--- src/iopw_cfg.svh ---
`ifndef IOPW_CFG_SVH
`define IOPW_CFG_SVH
// Byte offsets of software registers
`define IOPW_OFF_BITCMD   32'h0000_0000
`define IOPW_OFF_STATUS   32'h0000_0004
`define IOPW_OFF_LATCH    32'h0000_0008
// Bit command register fields
`define IOPW_CMD_ADDR_LSB 0
`define IOPW_CMD_ADDR_MSB 11
`define IOPW_CMD_DATA_BIT 12
`define IOPW_CMD_READ_BIT 13
// Status fields
`define IOPW_ST_RDATA_BIT 0
`define IOPW_ST_HOLD_BIT  1
`define IOPW_ST_TO1_BIT   2
`define IOPW_ST_TO2_BIT   3
// Reset values
`define IOPW_LATCH_RST    8'h00
// Timing
`define IOPW_TO1_MS       20
`define IOPW_TO2_MS       10
`define IOPW_CLK_KHZ      10000
`define IOPW_TO1_CYC      (`IOPW_TO1_MS * `IOPW_CLK_KHZ)
`define IOPW_TO2_CYC      (`IOPW_TO2_MS * `IOPW_CLK_KHZ)
`endif

--- src/iopw_pkg.sv ---
package iopw_pkg;
    typedef enum logic [1:0]
    {
        IOPW_WD_RUN1 = 2'b00,
        IOPW_WD_RUN2 = 2'b01,
        IOPW_WD_DONE = 2'b11
    } iopw_wd_state_t;
    typedef enum logic [1:0]
    {
        IOPW_FN_PORT  = 2'b00,
        IOPW_FN_TIMER = 2'b01,
        IOPW_FN_CLEAR = 2'b10,
        IOPW_FN_NONE  = 2'b11
    } iopw_fn_t;
endpackage

--- src/iopw_decode.sv ---
`include "iopw_cfg.svh"
module iopw_decode
(
    input  wire logic [11:0]    bit_addr,
    input  wire logic [7:0]     board_select_straps,
    output logic                board_hit,
    output iopw_pkg::iopw_fn_t  out_fn,
    output logic [2:0]          port_sel
);
    // Bit address index 11 is A3, index 0 is A14
    always_comb
    begin
        board_hit = (bit_addr[11:4] == board_select_straps);
        port_sel  = bit_addr[2:0];
        if (!board_hit)
            out_fn = iopw_pkg::IOPW_FN_NONE;
        else if (!bit_addr[3])
            out_fn = iopw_pkg::IOPW_FN_PORT;
        else if (!bit_addr[2])
            out_fn = iopw_pkg::IOPW_FN_TIMER;
        else
            out_fn = iopw_pkg::IOPW_FN_CLEAR;
    end
endmodule // iopw_decode

--- src/iopw_watchdog.sv ---
`include "iopw_cfg.svh"
module iopw_watchdog
#(
    parameter int TO1_CYC = `IOPW_TO1_CYC,
    parameter int TO2_CYC = `IOPW_TO2_CYC
)
(
    input  wire logic  hclk,
    input  wire logic  hresetn,
    input  wire logic  retrigger,
    output logic       to1_pulse,
    output logic       to1_seen,
    output logic       to2_seen
);
    iopw_pkg::iopw_wd_state_t state_q, state_d;
    logic [31:0]              cnt_q, cnt_d;
    logic                     to1_q, to1_d;
    logic                     to2_q, to2_d;
    logic                     pulse_q, pulse_d;

    always_comb
    begin
        state_d = state_q;
        cnt_d   = cnt_q + 32'h0000_0001;
        to1_d   = to1_q;
        to2_d   = to2_q;
        pulse_d = 1'b0;
        if (retrigger)
        begin
            // Restart from first stage; hold is kept by the top
            state_d = iopw_pkg::IOPW_WD_RUN1;
            cnt_d   = 32'h0000_0000;
            to1_d   = 1'b0;
            to2_d   = 1'b0;
        end
        else
        begin
            case (state_q)
                iopw_pkg::IOPW_WD_RUN1:
                    if (cnt_q >= 32'(TO1_CYC - 1))
                    begin
                        state_d = iopw_pkg::IOPW_WD_RUN2;
                        cnt_d   = 32'h0000_0000;
                        to1_d   = 1'b1;
                        pulse_d = 1'b1;
                    end
                iopw_pkg::IOPW_WD_RUN2:
                    if (cnt_q >= 32'(TO2_CYC - 1))
                    begin
                        state_d = iopw_pkg::IOPW_WD_DONE;
                        to2_d   = 1'b1;
                    end
                default:
                    cnt_d = cnt_q;
            endcase
        end
    end

    always_ff @(posedge hclk or negedge hresetn)
    begin
        if (!hresetn)
        begin
            state_q <= iopw_pkg::IOPW_WD_RUN1;
            cnt_q   <= 32'h0000_0000;
            to1_q   <= 1'b0;
            to2_q   <= 1'b0;
            pulse_q <= 1'b0;
        end
        else
        begin
            state_q <= state_d;
            cnt_q   <= cnt_d;
            to1_q   <= to1_d;
            to2_q   <= to2_d;
            pulse_q <= pulse_d;
        end
    end

    assign to1_pulse = pulse_q;
    assign to1_seen  = to1_q;
    assign to2_seen  = to2_q;
endmodule // iopw_watchdog

--- src/iopw_top.sv ---
// Function
// - Act only when address bits A3..A10 match the board select straps.
// - A12..A14 pick one of eight ports, echo bits or constant bits.
// - Write with A11 low loads the selected port latch; high selects auxiliary.
// - With A11 high, ignore A13/A14; A12 splits timer set from clear.
// - Writing one closes a port switch; zero opens it.
// - Writes at displacements 08..0B retrigger the watchdog.
// - Writes at displacements 0C..0F clear all eight latches.
// - Reads at 00..07 return the echo-back of that port.
// - Reads at 08..0F return constant straps one to eight; fitted reads zero.
// - Constant bit one is ANDed with not-second-timeout.
// - Second timeout comes 10 ms after the first without retrigger.
// - Hold strap set: second timeout drives grant-pass-out low.
// - Watchdog starts counting at reset and on retrigger.
// - First timeout comes 20 ms after last set or reset.
// - Strap selects whether first timeout opens all outputs.
// - Strap selects power-fail, non-maskable or no interrupt on first timeout.
//
// Our own choices: the register offsets and the AHB-Lite slave port.
`include "iopw_cfg.svh"
module iopw_top
#(
    parameter int TO1_CYC = `IOPW_TO1_CYC,
    parameter int TO2_CYC = `IOPW_TO2_CYC
)
(
    input  wire logic        hclk,
    input  wire logic        hresetn,
    input  wire logic        hsel,
    input  wire logic [31:0] haddr,
    input  wire logic [1:0]  htrans,
    input  wire logic        hwrite,
    input  wire logic [2:0]  hsize,
    input  wire logic [31:0] hwdata,
    input  wire logic        hready,
    output logic             hreadyout,
    output logic             hresp,
    output logic [31:0]      hrdata,
    input  wire logic [7:0]  board_select_straps,
    input  wire logic [7:0]  constant_value_straps,
    input  wire logic        hold_option_strap,
    input  wire logic [1:0]  timeout_interrupt_strap,
    input  wire logic        timeout_output_clear_strap,
    input  wire logic [7:0]  echo_back_in,
    input  wire logic        bus_grant_pass_in,
    output logic [7:0]       port_switch_close,
    output logic             power_fail_interrupt,
    output logic             nmi_interrupt,
    output logic             bus_grant_pass_out
);
    ////////////////////////////////////////////////////////////////////////////////
    // Bus slave: address phase capture
    logic        wr_pend_q, wr_pend_d;
    logic        rd_pend_q, rd_pend_d;
    logic [31:0] addr_q, addr_d;
    logic [31:0] rdata_q, rdata_d;
    logic        take;

    assign take = hsel && hready && htrans[1];

    always_comb
    begin
        wr_pend_d = 1'b0;
        rd_pend_d = 1'b0;
        addr_d    = addr_q;
        if (take)
        begin
            wr_pend_d = hwrite;
            rd_pend_d = !hwrite;
            addr_d    = haddr;
        end
    end

    ////////////////////////////////////////////////////////////////////////////////
    // Bit command issued by a write to the command register
    logic        cmd_go;
    logic [11:0] cmd_addr;
    logic        cmd_data;
    logic        cmd_read;
    logic        hit;
    logic [2:0]  sel;
    iopw_pkg::iopw_fn_t fn;

    assign cmd_go   = wr_pend_q && (addr_q == `IOPW_OFF_BITCMD);
    assign cmd_addr = hwdata[`IOPW_CMD_ADDR_MSB:`IOPW_CMD_ADDR_LSB];
    assign cmd_data = hwdata[`IOPW_CMD_DATA_BIT];
    assign cmd_read = hwdata[`IOPW_CMD_READ_BIT];

    iopw_decode u_decode
    (
        .bit_addr            (cmd_addr),
        .board_select_straps (board_select_straps),
        .board_hit           (hit),
        .out_fn              (fn),
        .port_sel            (sel)
    );

    logic bit_wr;
    logic bit_rd;
    logic retrig;
    logic to1_pulse;
    logic to1_seen;
    logic to2_seen;

    assign bit_wr = cmd_go && !cmd_read;
    assign bit_rd = cmd_go && cmd_read && hit;
    assign retrig = bit_wr && (fn == iopw_pkg::IOPW_FN_TIMER);

    iopw_watchdog #(.TO1_CYC(TO1_CYC), .TO2_CYC(TO2_CYC)) u_wd
    (
        .hclk      (hclk),
        .hresetn   (hresetn),
        .retrigger (retrig),
        .to1_pulse (to1_pulse),
        .to1_seen  (to1_seen),
        .to2_seen  (to2_seen)
    );

    ////////////////////////////////////////////////////////////////////////////////
    // Output latches, read bit, hold
    logic [7:0] latch_q, latch_d;
    logic       rbit_q, rbit_d;
    logic       hold_q, hold_d;
    logic       rvalue;

    always_comb
    begin
        latch_d = latch_q;
        if (bit_wr && fn == iopw_pkg::IOPW_FN_PORT)
            latch_d[sel] = cmd_data;
        if (bit_wr && fn == iopw_pkg::IOPW_FN_CLEAR)
            latch_d = `IOPW_LATCH_RST;
        // Timeout clear wins over a write in the same cycle
        if (to1_pulse && timeout_output_clear_strap)
            latch_d = `IOPW_LATCH_RST;
    end

    always_comb
    begin
        if (!cmd_addr[3])
            rvalue = echo_back_in[cmd_addr[2:0]];
        else if (cmd_addr[2:0] == 3'h0)
            rvalue = constant_value_straps[0] & !to2_seen;
        else
            rvalue = constant_value_straps[cmd_addr[2:0]];
        rbit_d = bit_rd ? rvalue : rbit_q;
        // Sticky until reset; retrigger cannot release
        hold_d = hold_q || (to2_seen && hold_option_strap);
    end

    always_comb
    begin
        rdata_d = 32'h0000_0000;
        if (take && !hwrite)
        begin
            if (haddr == `IOPW_OFF_STATUS)
            begin
                rdata_d[`IOPW_ST_RDATA_BIT] = rbit_q;
                rdata_d[`IOPW_ST_HOLD_BIT]  = hold_q;
                rdata_d[`IOPW_ST_TO1_BIT]   = to1_seen;
                rdata_d[`IOPW_ST_TO2_BIT]   = to2_seen;
            end
            else if (haddr == `IOPW_OFF_LATCH)
                rdata_d[7:0] = latch_q;
        end
    end

    always_ff @(posedge hclk or negedge hresetn)
    begin
        if (!hresetn)
        begin
            wr_pend_q <= 1'b0;
            rd_pend_q <= 1'b0;
            addr_q    <= 32'h0000_0000;
            rdata_q   <= 32'h0000_0000;
            latch_q   <= `IOPW_LATCH_RST;
            rbit_q    <= 1'b1;
            hold_q    <= 1'b0;
        end
        else
        begin
            wr_pend_q <= wr_pend_d;
            rd_pend_q <= rd_pend_d;
            addr_q    <= addr_d;
            rdata_q   <= rdata_d;
            latch_q   <= latch_d;
            rbit_q    <= rbit_d;
            hold_q    <= hold_d;
        end
    end

    ////////////////////////////////////////////////////////////////////////////////
    // Outputs
    assign hreadyout         = 1'b1;
    assign hresp             = 1'b0;
    assign hrdata            = rdata_q;
    assign port_switch_close = latch_q;
    // Strap 01 power fail, 10 non-maskable, else none
    assign power_fail_interrupt = to1_seen && (timeout_interrupt_strap == 2'b01);
    assign nmi_interrupt        = to1_seen && (timeout_interrupt_strap == 2'b10);
    assign bus_grant_pass_out   = bus_grant_pass_in && !hold_q;
endmodule // iopw_top

--- config.mk ---
export PLATFORM = sky130hd
export DESIGN_NAME = iopw_top
export DESIGN_NICKNAME = d
export VERILOG_FILES = /design/src/iopw_pkg.sv /design/src/iopw_decode.sv /design/src/iopw_watchdog.sv /design/src/iopw_top.sv
export VERILOG_INCLUDE_DIRS = /design/src
export SDC_FILE = /design/constraint.sdc
export NUM_CORES = 1
export LEC_CHECK = 0
export CAP_MARGIN = 10
export CORE_ASPECT_RATIO = 2
export CORE_MARGIN = 4
export CORE_UTILIZATION = 52
export CTS_BUF_LIST = sky130_fd_sc_hd__clkbuf_16
export CTS_CLUSTER_DIAMETER = 80
export CTS_CLUSTER_SIZE = 30
export DETAILED_ROUTE_END_ITERATION = 7
export DONT_BUFFER_PORTS = 1
export PLACE_DENSITY = 0.68
export SKIP_CTS_REPAIR_TIMING = 1
export SLEW_MARGIN = 15
export SYNTH_ARGS = -nofsm -noshare
export SYNTH_HDL_FRONTEND = slang
export SYNTH_SLANG_ARGS = --single-unit
export TNS_END_PERCENT = 20
--- constraint.sdc ---
create_clock -name hclk -period 2.5 [get_ports hclk]
set_clock_uncertainty 0.1 [all_clocks]
set_input_delay 0 -clock hclk [delete_from_list [all_inputs] [get_ports hclk]]
set_output_delay 0 -clock hclk [all_outputs]
set_load 0.05 [all_outputs]
# --- Word-level counts from Yosys, hierarchy flattened ---
# Index checks and enable logic that the tools add are counted.
# Widths: inputs -> output; s select.
word_totals:
  in_bits: 103
  wordCells: 97
  register_bits: 88
  out_inout_bits: 45
classes:
  n_lt_le_gt_ge: 4
  bitwise_logic: 1
  eq_ne: 10
  n_addsub: 1
  reduce_logical: 34
  n_mux: 36
op_table:
  columns: ["op", "count"]
  rows:
  - ["$mux 32", 2]
  - ["$pmux 32 s2", 1]
  - ["$mux 8", 5]
  - ["$add 32x1->32 const B", 1]
  - ["$eq 32x3->1 const B", 1]
  - ["$eq 32x4->1 const B", 1]
  - ["$ge 32x17->1 const B", 1]
  - ["$ge 32x18->1 const B", 1]
  - ["$logic_not 32->1", 1]
  - ["$logic_and 1x1->1", 16]
  - ["$mux 1", 15]
  - ["$mux 2", 6]
  - ["$bwmux 8", 1]
  - ["$eq 8x8->1", 1]
  - ["$mux 4", 2]
  - ["$reduce_bool 2->1", 4]
  - ["$bmux 1 s3", 2]
  - ["$eq 2x1->1 const B", 3]
  - ["$ne 3x2->1 const B", 2]
  - ["$reduce_bool 3->1", 2]
  - ["$eq 2x2->1 const B", 2]
  - ["$logic_not 1->1", 4]
  - ["$logic_not 2->1", 2]
  - ["$lt 3x4->1 const B", 1]
  - ["other kinds (8)", 9]

# --- Logic depth before layout (Yosys ltp) ---
depth:
  ltp_word: 8
  depth_mapped: 7
  ltp_nobuf: 6

# --- Hierarchy ---
# Synthesis repeated with hierarchy kept, for this count alone.
unflattened:
  cells_unflattened: 493
  area_unflattened_um2: 4825.9
modules_own_cells:
  columns: ["module", "seq_area_each_um2", "cells_each", "instances", "area_per_inst_um2"]
  rows:
  - ["iopw_top", 1277.5, 223, 1, 2565.0]
  - ["iopw_watchdog", 925.9, 252, 1, 2129.5]
  - ["iopw_decode", 0.0, 18, 1, 131.4]

# --- Worst setup path before layout ---
# Ideal clock, no wire load.
synth_timing:
  path_type: "register -> register"
  startpoint: "register u_wd.cnt_q[0]"
  endpoint: "register u_wd.cnt_q[22]"
  path_slack_ns: 0.452
  setup_ns: 0.120
  t_arrival_ns: 1.828
  t_required_ns: 2.280
  stages_incl_launch_ff: 8
  path_cell_list: "dfrtp_1 > ha_1 > nand4_1 > or4_1 > buf_6 > nor4_4 > xnor2_1 > nor3_2"
synth_between:
  elab_chain_len: 4
  word_cells_on_any_way: 5
  classes_between: "add/sub: 1; order compare: 1; mux: 3"
synth_rtl:
  columns: ["item", "line", "source"]
  rows:
  - ["start, declared", "iopw_watchdog.sv:16", "logic [31:0] cnt_q, cnt_d;"]
  - ["start signal, assigned", "iopw_watchdog.sv:72", "cnt_q <= cnt_d;"]
  - ["$add 32x1->32 / $ge 32x18->1 (equally long branches)", "iopw_watchdog.sv:24, iopw_watchdog.sv:40", null]
  - ["$mux 32", "iopw_watchdog.sv:40", "if (cnt_q >= 32'(TO1_CYC - 1))"]
  - ["$pmux 32 s2 (*)", "iopw_watchdog.sv:38", "case (state_q)"]
  - ["$mux 32 (*)", "iopw_watchdog.sv:28", "if (retrigger)"]
# Every way passes the cells marked *; elsewhere a longest branch is shown, timed or not.
# A chain may end at the register's enable or synchronous reset.

# --- Final worst setup path ---
layout_timing:
  startpoint: "register u_wd.cnt_q[1]"
  endpoint: "register u_wd.cnt_q[26]"
# The elaborated chain is that of the path after synthesis.

==> flow_metrics.tcl <==
set metrics [dict create \
    core_um2 9320 \
    drive_gt1_share_pct 17.8 \
    setup_viol 0 \
    rows 50 \
    yosysMostFrequentCell "dfrtp_1" \
    cp_max_fo 8 \
    crit_type "flip-flop to flip-flop" \
    yosysUniqueCellTypes 62 \
    cap_violations 0 \
    rsz0062_at_grt "no" \
    p_leak_nw 2.38 \
    htreeDepth 3 \
    syn_area_um2 4920 \
    drtPass1Iterations 4 \
    peakVddDrop_v 0.000347 \
    grt.total_usage_pct 20.8 \
    pwr-share-clk_pct 41.1 \
    final_cells 633 \
    async_flop_share_pct 100 \
    wl_per_cell_um 19.4 \
    p_total_mw 3.32 \
    crit_arrival_ns 2.43 \
    num_antenna_cells 0 \
    syn_inst 477 \
    die_y_um 146 \
    grt_overflow 0 \
    io_pins 148 \
    insertion_delay_ns 0.34 \
    cts_inserted_buffers 9 \
    syn_avg_cell_area_um2 10.3 \
    status "complete, but fails checks" \
    p_int_mw 2.47 \
    dp_cells 572 \
    cp.required_ns 2.62 \
    cts_root_buf "clkbuf_16" \
    grt_pass1_wl_mm 18.5 \
    swShare_pct 25.6 \
    drt_wl_total_mm 12.3 \
    fp.dieW_um 76.8 \
    drc 0 \
    fin_nets 628 \
    grt_max_degree 89 \
    cp-end-kind "flip-flop" \
    routed_via_density 6.06 \
    place_congestion 0.837 \
    p_comb_share_pct 11.3 \
    antenna_found_initial 0 \
    slew_viol_final 0 \
    maxSlewHeadroom_pct 36.6 \
    hold_viol 5 \
    hold_class "input pin to flip-flop" \
    grt_pass1_vias 3708 \
    power.density_nw_per_um2 580 \
    hpwl_mm 8.63 \
    cts.path.max_buffers 2 \
    worstSetupStartpointType "flip-flop" \
    clk_pin_slew_ns 0.07 \
    post-synth-top-area-cell "dfrtp_1" \
    synth_common_cells "dfrtp_1 (87), nor3_1 (39), mux2_2 (34)" \
    die_area_um2 11200 \
    cts.sinks 88 \
    netlist.area_leader.share_pct 44.2 \
    area_delta_synth_final_pct 16.4 \
    vias 3834 \
    setup_tns_ns 0 \
    antenna_left 0 \
    worstMarginPinSlew_ns 0.950 \
    synth_edf_count 0 \
    holdWs_ns -0.0660 \
    synth_seq_area_share_pct 44.8 \
    yosysWarnings 0 \
    power_frac_seq_pct 47.6 \
    synth_flop_cell "dfrtp_1" \
    cts_tree "done" \
    ys_seq_elements 88 \
    p_sw_mw 0.851 \
    ys_top_cells_by_area "dfrtp_1 (44%), mux2_2 (7.8%), buf_4 (4.4%)" \
    fmax_mhz 434 \
    finalCritPeriodShare_pct 92.2 \
    period_needed_ns 2.31 \
    drt_iter0_markers 221 \
    port_buffers 0 \
    violations "hold timing" \
    start_util_pct 52.8 \
]
[worst max-delay path, stage by stage, from the launching register on]
cell,delay [ns]
dfrtp_1,0.39
ha_1,0.22
nand4_1,0.16
or4_1,0.77
nor3_1,0.33
xnor2_1,0.17
nor3_2,0.05
[routing by layer]
layer / track usage [%] / up-vias / share of wire (%)
met5: 0 / - / 0
met4: 9.71 / 0 / 3.9
met2: 39.9 / 128 / 57
met3: 5.02 / 37 / 5.0
met1: 20.2 / 1877 / 34
li1: - / 1792 / -
[logic make-up after synthesis]
kind of cell | after synthesis | synth area share, %
DFF | 88 | 44.8
buffers and inverters | 63 | 7.57
muxes | 39 | 9.56
AOI/OAI and AO/OA | 61 | 8.39
adders and majority gates | 1 | 0.254
and+or+nand+nor | 193 | 24.0
other | 2 | 0.153
xor gates and xnor gates | 30 | 5.34
[path summary, 6_finish.rpt]
kind,from,endpoint,slack [ns],cells after the start
setup / recovery,u_wd.cnt_q[1],u_wd.cnt_q[26],0.19,6
hold / removal,hwdata[3],port_switch_close[7],-0.07,3
setup reg to reg,u_wd.cnt_q[1],u_wd.cnt_q[26],0.19,6
hold reg to reg,addr_q[10],addr_q[10],0.41,1
max in group asynchronous,hresetn,u_wd.cnt_q[6],1.82,2
min in group asynchronous,hresetn,hrdata[6],0.11,2
[state kept, by name, summed over array words and instances (netlist names)]
| name | cells |
|---|---|
| u_wd.to1_seen | 1 |
| rbit_q | 1 |
| u_wd.to2_seen | 1 |
| wr_pend_q | 1 |
| hrdata | 8 |
| u_wd.cnt_q | 32 |
| hold_q | 1 |
| u_wd.to1_pulse | 1 |
| addr_q | 32 |
| u_wd.state_q | 2 |
| port_switch_close | 8 |
[per-stage QoR]
stage               instance area (µm²)  worst slack [ns]  hold WS [ns]  utilization, %
global placement                   4960             0.246        -0.394            53.2
global route                       5730            0.0154      0.000995            61.5
finish                             5730             0.194       -0.0660            61.5
floorplan                          5010             0.452        -0.396               -
detailed placement                 4960             0.173        -0.393            53.2
CTS                                5260             0.161        -0.764            56.5
[layout by cell type (no fill, tap or decap), types with 5 or more instances in the layout]
cell type / instances
a211oi_1: 5
nor4_1: 21
dfrtp_1: 87
nand2_1: 26
inv_1: 16
dlygate4sd3_1: 44
or3_1: 5
xnor2_1: 14
nand4_1: 17
and2_1: 6
nor3_2: 7
conb_1: 26
clkbuf_16: 9
a21oi_1: 10
xor2_1: 16
nand3_1: 18
o21ai_0: 19
buf_4: 11
nor2_1: 21
a22oi_1: 5
mux2_2: 34
nor3_1: 39
[cell type report]
type,instances,area [µm²]
clock inverter,7,76.3
tap,104,130
multi-input combinational,350,2440
inverter,17,63.8
fill,738,3590
timing repair buffer,58,591
sequential,88,2200
clock buffer,9,225
[power groups by stage]
stage	Clock, mW	Sequential [mW]	Combinational (mW)
floorplan	0	1.59	0.283
global placement	0	1.60	0.264
detailed placement	0	1.61	0.272
CTS	1.39	1.58	0.274
global route	1.46	1.59	0.406
finish	1.37	1.58	0.375
Power figures use the tool's default switching activity.
